$ cat src/include/pwh_regs.vh
// Register offsets, field positions and reset values of the parallel word port
// Assumes a plain register port with 3-bit word address and 16-bit data
// Function
// - Data ready from the far device sets the input flag.
// - Data ready with input interrupt enable set requests a host interrupt.
// - Acknowledged input interrupt clears input interrupt enable; software must set it again.
// - Input interrupt enable is status bit 6; writing 000100 octal sets it.
// - Writing 000100 octal to status sets input enable and clears input flag.
// - Host read of the input register pulses host_took_input to the far device.
// - Input bits set by far device latch; new set bit interrupts when enabled.
// - Host write to input register clears each bit written as one.
// - Loading the output register raises data ready for the loaded bytes.
// - far_took_output sets output flag and, if enabled, requests a host interrupt.
// - Output interrupt enable is status bit 14; writing 040000 octal sets it.
// - Acknowledged output interrupt clears the output interrupt enable.
// - Interrupts use bus level 4 by default, selectable by parameter.
// - Low data ready rises on a low byte or full word load.
// - High data ready rises on a high byte or full word load.
// - system_init_out is driven during power up, power down and software init.
`ifndef PWH_REGS_VH
`define PWH_REGS_VH

// ****************************************
// Register addresses
// ****************************************
`define PWH_ADDR_STATUS   3'h0
`define PWH_ADDR_INPUT    3'h1
`define PWH_ADDR_OUTPUT   3'h2
`define PWH_ADDR_OUT_LO   3'h3
`define PWH_ADDR_OUT_HI   3'h4

// ****************************************
// Status fields and output byte lanes
// ****************************************
`define PWH_BIT_IN_IE     6
`define PWH_BIT_IN_FLAG   7
`define PWH_BIT_OUT_IE    14
`define PWH_BIT_OUT_FLAG  15
`define PWH_LO_MSB        7
`define PWH_LO_LSB        0
`define PWH_HI_MSB        15
`define PWH_HI_LSB        8

// ****************************************
// Reset values and vectors
// ****************************************
`define PWH_WORD_ZERO     16'h0000
`define PWH_LEVEL_DEFAULT 3'h4
`define PWH_VEC_INPUT     1'b0
`define PWH_VEC_OUTPUT    1'b1

`endif

$ cat src/verilog/pwh_irq_ctl.v
// Interrupt request holder for the parallel word port
// Assumes a one-cycle acknowledge pulse from the host bus while a request stands
`timescale 1ns/1ps
`include "pwh_regs.vh"

module pwh_irq_ctl (
	input  wire i_mclk,
	input  wire i_rst_n,
	input  wire i_init,
	input  wire i_in_event,
	input  wire i_out_event,
	input  wire i_ack,
	output wire o_req,
	output wire o_vec,
	output wire o_in_ack,
	output wire o_out_ack
);

	localparam ST_IDLE = 1'b0;
	localparam ST_REQ  = 1'b1;

	reg state_reg;
	reg state_next;
	reg vec_reg;
	reg vec_next;
	reg in_pend_reg;
	reg out_pend_reg;
	wire served;

	assign served    = (state_reg == ST_REQ) && i_ack;
	assign o_req     = (state_reg == ST_REQ);
	assign o_vec     = vec_reg;
	assign o_in_ack  = served && (vec_reg == `PWH_VEC_INPUT);
	assign o_out_ack = served && (vec_reg == `PWH_VEC_OUTPUT);

	// ****************************************
	// Pending requests
	// ****************************************
	always @(posedge i_mclk) begin
		if (!i_rst_n || i_init) begin
			in_pend_reg  <= 1'b0;
			out_pend_reg <= 1'b0;
		end else begin
			in_pend_reg  <= i_in_event | (in_pend_reg & ~o_in_ack);
			out_pend_reg <= i_out_event | (out_pend_reg & ~o_out_ack);
		end
	end

	// ****************************************
	// Request sequencer
	// ****************************************
	always @* begin
		state_next = state_reg;
		vec_next   = vec_reg;
		case (state_reg)
			ST_IDLE: begin
				if (in_pend_reg) begin
					state_next = ST_REQ;
					vec_next   = `PWH_VEC_INPUT;
				end else if (out_pend_reg) begin
					state_next = ST_REQ;
					vec_next   = `PWH_VEC_OUTPUT;
				end
			end
			ST_REQ: begin
				if (i_ack) begin
					state_next = ST_IDLE;
				end
			end
			default: begin
				state_next = ST_IDLE;
			end
		endcase
	end

	always @(posedge i_mclk) begin
		if (!i_rst_n || i_init) begin
			state_reg <= ST_IDLE;
			vec_reg   <= `PWH_VEC_INPUT;
		end else begin
			state_reg <= state_next;
			vec_reg   <= vec_next;
		end
	end

endmodule // pwh_irq_ctl

$ cat src/verilog/pwh_port.v
// Parallel word input/output port with handshake lines and vectored interrupts
// Assumes all inputs synchronous to i_mclk and a single-cycle register strobe master
`timescale 1ns/1ps
`include "pwh_regs.vh"

module pwh_port #(
	parameter [2:0] LEVEL = `PWH_LEVEL_DEFAULT
) (
	input  wire        i_mclk,
	input  wire        i_rst_n,
	input  wire        i_sys_init,
	input  wire [2:0]  i_addr,
	input  wire [15:0] i_wdata,
	input  wire        i_wr,
	input  wire        i_rd,
	output reg  [15:0] o_rdata,
	output wire        o_irq_req,
	output wire        o_irq_vec,
	output wire [2:0]  o_irq_level,
	input  wire        i_irq_ack,
	input  wire [15:0] i_input_lines,
	input  wire        i_far_data_ready,
	output reg         o_host_took_input,
	output reg  [15:0] o_output_lines,
	output reg         o_low_ready,
	output reg         o_high_ready,
	input  wire        i_far_took_output,
	output reg         o_system_init_out
);

	reg  [15:0] input_reg;
	reg         in_ie_reg;
	reg         out_ie_reg;
	reg         in_flag_reg;
	reg         out_flag_reg;
	reg         rdy_prev_reg;
	reg         acc_prev_reg;
	wire        init_any;
	wire        rdy_edge;
	wire        acc_edge;
	wire        new_bits;
	wire        wr_status;
	wire        wr_input;
	wire        ld_lo;
	wire        ld_hi;
	wire        in_event;
	wire        out_event;
	wire        in_ack;
	wire        out_ack;
	wire [15:0] status_word;

	function sel;
		input [2:0] addr;
		input [2:0] target;
		input       strobe;
		begin
			sel = strobe && (addr == target);
		end
	endfunction

	assign init_any  = i_sys_init;
	assign rdy_edge  = i_far_data_ready & ~rdy_prev_reg;
	assign acc_edge  = i_far_took_output & ~acc_prev_reg;
	assign new_bits  = |(i_input_lines & ~input_reg);
	assign wr_status = sel(i_addr, `PWH_ADDR_STATUS, i_wr);
	assign wr_input  = sel(i_addr, `PWH_ADDR_INPUT, i_wr);
	assign ld_lo     = sel(i_addr, `PWH_ADDR_OUTPUT, i_wr) | sel(i_addr, `PWH_ADDR_OUT_LO, i_wr);
	assign ld_hi     = sel(i_addr, `PWH_ADDR_OUTPUT, i_wr) | sel(i_addr, `PWH_ADDR_OUT_HI, i_wr);
	assign in_event  = in_ie_reg & (rdy_edge | new_bits);
	assign out_event = out_ie_reg & acc_edge;
	assign o_irq_level = LEVEL;

	// ****************************************
	// Interrupt holder
	// ****************************************
	pwh_irq_ctl u_irq (
		.i_mclk      (i_mclk),
		.i_rst_n     (i_rst_n),
		.i_init      (init_any),
		.i_in_event  (in_event),
		.i_out_event (out_event),
		.i_ack       (i_irq_ack),
		.o_req       (o_irq_req),
		.o_vec       (o_irq_vec),
		.o_in_ack    (in_ack),
		.o_out_ack   (out_ack)
	);

	// ****************************************
	// Edge history and init output
	// ****************************************
	always @(posedge i_mclk) begin
		if (!i_rst_n) begin
			rdy_prev_reg      <= 1'b0;
			acc_prev_reg      <= 1'b0;
			o_system_init_out <= 1'b1;
		end else begin
			rdy_prev_reg      <= i_far_data_ready;
			acc_prev_reg      <= i_far_took_output;
			o_system_init_out <= i_sys_init;
		end
	end

	// ****************************************
	// Status register
	// ****************************************
	always @(posedge i_mclk) begin
		if (!i_rst_n || init_any) begin
			in_ie_reg    <= 1'b0;
			out_ie_reg   <= 1'b0;
			in_flag_reg  <= 1'b0;
			out_flag_reg <= 1'b0;
		end else begin
			if (wr_status) begin
				in_ie_reg  <= i_wdata[`PWH_BIT_IN_IE];
				out_ie_reg <= i_wdata[`PWH_BIT_OUT_IE];
			end else begin
				if (in_ack) begin
					in_ie_reg <= 1'b0;
				end
				if (out_ack) begin
					out_ie_reg <= 1'b0;
				end
			end
			if (rdy_edge) begin
				in_flag_reg <= 1'b1;
			end else if (wr_status) begin
				in_flag_reg <= 1'b0;
			end
			if (acc_edge) begin
				out_flag_reg <= 1'b1;
			end else if (ld_lo | ld_hi) begin
				out_flag_reg <= 1'b0;
			end
		end
	end

	// ****************************************
	// Input register
	// ****************************************
	always @(posedge i_mclk) begin
		if (!i_rst_n || init_any) begin
			input_reg         <= `PWH_WORD_ZERO;
			o_host_took_input <= 1'b0;
		end else begin
			if (wr_input) begin
				input_reg <= (input_reg & ~i_wdata) | i_input_lines;
			end else begin
				input_reg <= input_reg | i_input_lines;
			end
			o_host_took_input <= sel(i_addr, `PWH_ADDR_INPUT, i_rd);
		end
	end

	// ****************************************
	// Output register and data ready
	// ****************************************
	always @(posedge i_mclk) begin
		if (!i_rst_n || init_any) begin
			o_output_lines <= `PWH_WORD_ZERO;
			o_low_ready    <= 1'b0;
			o_high_ready   <= 1'b0;
		end else begin
			if (ld_lo) begin
				o_output_lines[`PWH_LO_MSB:`PWH_LO_LSB] <= i_wdata[`PWH_LO_MSB:`PWH_LO_LSB];
			end
			if (ld_hi) begin
				o_output_lines[`PWH_HI_MSB:`PWH_HI_LSB] <= i_wdata[`PWH_HI_MSB:`PWH_HI_LSB];
			end
			if (ld_lo) begin
				o_low_ready <= 1'b1;
			end else if (acc_edge) begin
				o_low_ready <= 1'b0;
			end
			if (ld_hi) begin
				o_high_ready <= 1'b1;
			end else if (acc_edge) begin
				o_high_ready <= 1'b0;
			end
		end
	end

	// ****************************************
	// Read data
	// ****************************************
	assign status_word = {out_flag_reg, out_ie_reg, 6'h00, in_flag_reg, in_ie_reg, 6'h00};

	always @(posedge i_mclk) begin
		if (!i_rst_n) begin
			o_rdata <= `PWH_WORD_ZERO;
		end else if (i_rd) begin
			case (i_addr)
				`PWH_ADDR_STATUS: o_rdata <= status_word;
				`PWH_ADDR_INPUT:  o_rdata <= input_reg;
				`PWH_ADDR_OUTPUT: o_rdata <= o_output_lines;
				default:          o_rdata <= `PWH_WORD_ZERO;
			endcase
		end else begin
			o_rdata <= `PWH_WORD_ZERO;
		end
	end

endmodule // pwh_port

$ cat config.mk
export PLATFORM = sky130hd
export DESIGN_NAME = pwh_port
export DESIGN_NICKNAME = d
export VERILOG_FILES = /design/src/verilog/pwh_irq_ctl.v /design/src/verilog/pwh_port.v
export VERILOG_INCLUDE_DIRS = /design/src /design/src/include
export SDC_FILE = /design/constraint.sdc
export NUM_CORES = 1
export LEC_CHECK = 0
export BUFFER_PORTS_ARGS = -buffer_cell sky130_fd_sc_hd__buf_2
export CELL_PAD_IN_SITES_DETAIL_PLACEMENT = 0
export CELL_PAD_IN_SITES_GLOBAL_PLACEMENT = 1
export CORE_ASPECT_RATIO = 0.6
export CORE_MARGIN = 10
export CORE_UTILIZATION = 38
export CTS_CLUSTER_DIAMETER = 100
export CTS_CLUSTER_SIZE = 14
export DETAILED_ROUTE_END_ITERATION = 8
export PLACE_DENSITY = 0.8
export SLEW_MARGIN = 20
export SYNTH_ARGS = -nofsm -noshare
export SYNTH_HDL_FRONTEND = slang
export SYNTH_SLANG_ARGS = --single-unit
export TNS_END_PERCENT = 10
$ cat constraint.sdc
create_clock -name i_mclk -period 3.4 [get_ports i_mclk]
set_input_delay 0.17 -clock i_mclk [delete_from_list [all_inputs] [get_ports i_mclk]]
set_output_delay 0.17 -clock i_mclk [all_outputs]
set_load 0.03 [all_outputs]
==> results.yml <==
outcome:
  outcome: "complete, no violations"
hold_path:
  hold_path_startpoint: "i_far_data_ready"
  whs_path_depth: 2
  min_path_type: "input port to register"
  min_to: "rdy_prev_reg"
clock_network:
  hold_buffers: 0
  cts_root_buf: "clkbuf_8"
  clk_latency_ns: 0.34
  clock-sinks: 62
  post-cts-setup-buffers: 0
  cts_buffers: 9
  cts_max_level: 3
  cts_max_path_buffers: 2
  cts_resized: 0
  cts_tree: "built"
  clkTransAtPathRegs_ns: 0.07
finish:
  finalNonFillerCells: 435
  antenna_cells: 0
  area_delta_synth_final_pct: 25.65
  nets: 389
  fin_area_um2: 3022
  fin_util_pct: 49.23
  drive_above_1_share_pct: 28.49
  n_fill_cell: 617
setup_path:
  r2r_start: "input_reg[14]"
  max_stage_delay_ns: 0.85
  r2r-end: "u_irq.in_pend_reg"
  path_buf_inv: 1
  arrival_ns: 1.69
  start_kind: "input port"
  cp_slowest_cell: "nor3b_2"
  cp_top_family: "simple AND/OR/NAND/NOR gates"
  cp.required_ns: 3.61
  endpoint_kind: "register"
  crit_chain: "buf_2 -> xnor2_1 -> nor3b_2 -> mux2i_1 -> nor2_1"
  critPathMaxFanout: 12
  r2r_cells: 4
  worstSetupPathType: "input port to register"
  rrSetupSlack_ns: 2.15
placed_design:
  placed_area_um2: 2821
  placed_cells: 419
  port_buffers: 80
  dp_hpwl_um: 5221
  pre_cts_ws_ns: 1.565
  gp_congestion: 0.8147
yosys:
  postSynth.asyncResetShare_pct: 0
  synth-seq-area-share_pct: 51.61
  ys.flop_type: "dfxtp_1"
  synth.most_common_cell: "dfxtp_1"
  syn_avg_cell_area_um2: 8.907
  synth_warnings: 0
  yosys-top-cells-area: "dfxtp_1 (52%), nor2_1 (8.7%), mux2i_1 (8.3%)"
  syn_area_um2: 2405
  synth_cell_types: 34
  yosysTopAreaCellShare_pct: 51.61
  synth-edff-count: 0
  synth_common_cells: "dfxtp_1 (62), nor2_1 (56), a21oi_1 (27)"
  ys_ff_latch: 62
  synthCells: 270
  synth_top_area_cell: "dfxtp_1"
power_and_ir_drop:
  power.leakage_nw: 1.351
  ir_worst_vdd_v: 0.0002838
  power.total_mw: 1.545
  p_sw_share_pct: 24.23
  power.density_nw_per_um2: 511.2
  seqPwrFrac_pct: 48.8
  clkPwrFrac_pct: 42.4
  p_sw_mw: 0.3743
  internal_power_mw: 1.170
  combPwrFrac_pct: 8.8
drt:
  first_pass_iters: 5
  drc_errors: 0
  drtAntennaViolNets: 0
  wirelength_um: 7038
  drtIter0Drc: 190
  viasPerCell: 4.897
  wl_per_cell_um: 16.18
  vias: 2130
timing:
  fin_crit_sh_pct: 43.58
  fmax_ghz: 0.6748
  fin_skew_ns: 0.005136
  rsz0062_at_grt: "false"
  holdWs_ns: 0.04947
  worst_slack_ns: 1.918
  final.setup.tns_ns: 0
  max-slew-margin-rel_pct: 29.18
  timing_worst_slew_pin_value_ns: 1.058
  hold_viol: 0
  drv_slew: 0
  finalSetupViolCount: 0
  fin_crit_ns: 1.482
floorplanning:
  die-area_um2: 10010
  ios: 84
  core_um2: 6138
  initial_core_util_pct: 39.18
  fp-row-count: 22
  die_x_um: 122.7
  dieHeight_um: 81.62
global_route:
  antenna_found_initial: 0
  track_usage_pct: 14.33
  grt_max_degree: 45
  grt_overflow_total: 0
  grt_pass1_vias: 2124
  grt_pass1_wl_um: 11170
run:
  maxCapViolCount: 0
[area by class of cell]
class | instances | area, µm² | share of cell area, %
clock buffer | 12 | 155.1 | 5.135
multi-input combinational | 178 | 1011 | 33.46
timing repair buffer | 82 | 415.4 | 13.75
sequential | 62 | 1241 | 41.08
clock inverter | 4 | 45.04 | 1.491
inverter | 13 | 48.80 | 1.615
tap | 84 | 105.1 | 3.478
[cells in the final DEF, fill, tap and decap left out, drive strengths merged, types with 3 or more instances in the layout]
master / netlist / routed
nor3: 3 / 3
nand2b: 6 / 6
a22oi: 12 / 12
clkinv: 0 / 3
nand2: 21 / 21
nor2b: 5 / 5
conb: 2 / 3
inv: 13 / 13
mux2i: 20 / 20
o22ai: 3 / 3
a21oi: 27 / 27
dfxtp: 62 / 62
clkbuf: 7 / 12
nor2: 56 / 56
buf: 11 / 82
[how the worst max path moves through the flow]
stage	start	depth (start not counted)	end	slack, ns
2_1_floorplan	u_irq.o_req	4	u_irq.in_pend_reg	2.11
3_3_place_gp	i_addr[1]	5	o_output_lines[13]	1.63
3_5_place_dp	i_addr[1]	5	o_output_lines[14]	1.56
4_1_cts	i_addr[1]	5	o_output_lines[14]	1.93
5_1_grt	i_addr[1]	5	o_output_lines[9]	1.81
6_report	i_addr[1]	5	o_output_lines[14]	1.92
[logic make-up after synthesis]
family                 count (synthesis)  synth area share (%)
flip-flops                            62                 51.61
AO/OA/AOI/OAI                         50                 12.90
AND/OR/NAND/NOR                      104                 19.98
multiplexers                          20                 8.325
other                                  2                0.3123
buffers and inverters                 31                 6.504
XOR/XNOR                               1                0.3643
[power groups by stage]
| stage | combinational [mW] | clock (mW) | sequential (mW) |
|---|---|---|---|
| global placement | 0.134 | 0 | 0.770 |
| detailed placement | 0.136 | 0 | 0.770 |
| finish | 0.136 | 0.654 | 0.754 |
| global route | 0.151 | 0.695 | 0.756 |
| floorplan | 0.0760 | 0 | 0.777 |
| CTS | 0.136 | 0.665 | 0.754 |
[worst reg2reg max path, cell delays in order, from the launching register on]
cell and delay [ns]:
dfxtp_1 0.36, inv_1 0.05, a222oi_1 0.36, and4bb_2 0.27, a211oi_1 0.07
[metal layers]
| layer | GRT usage [%] | up-vias | share of wire, % |
|---|---|---|---|
| li1 | - | 1050 | - |
| met1 | 20.50 | 978 | 50 |
| met2 | 18.37 | 95 | 37 |
| met3 | 6.781 | 7 | 12 |
| met4 | 3.864 | 0 | 0.65 |
| met5 | 0 | - | 0 |
Note: power is estimated with default switching activity, not from simulation.
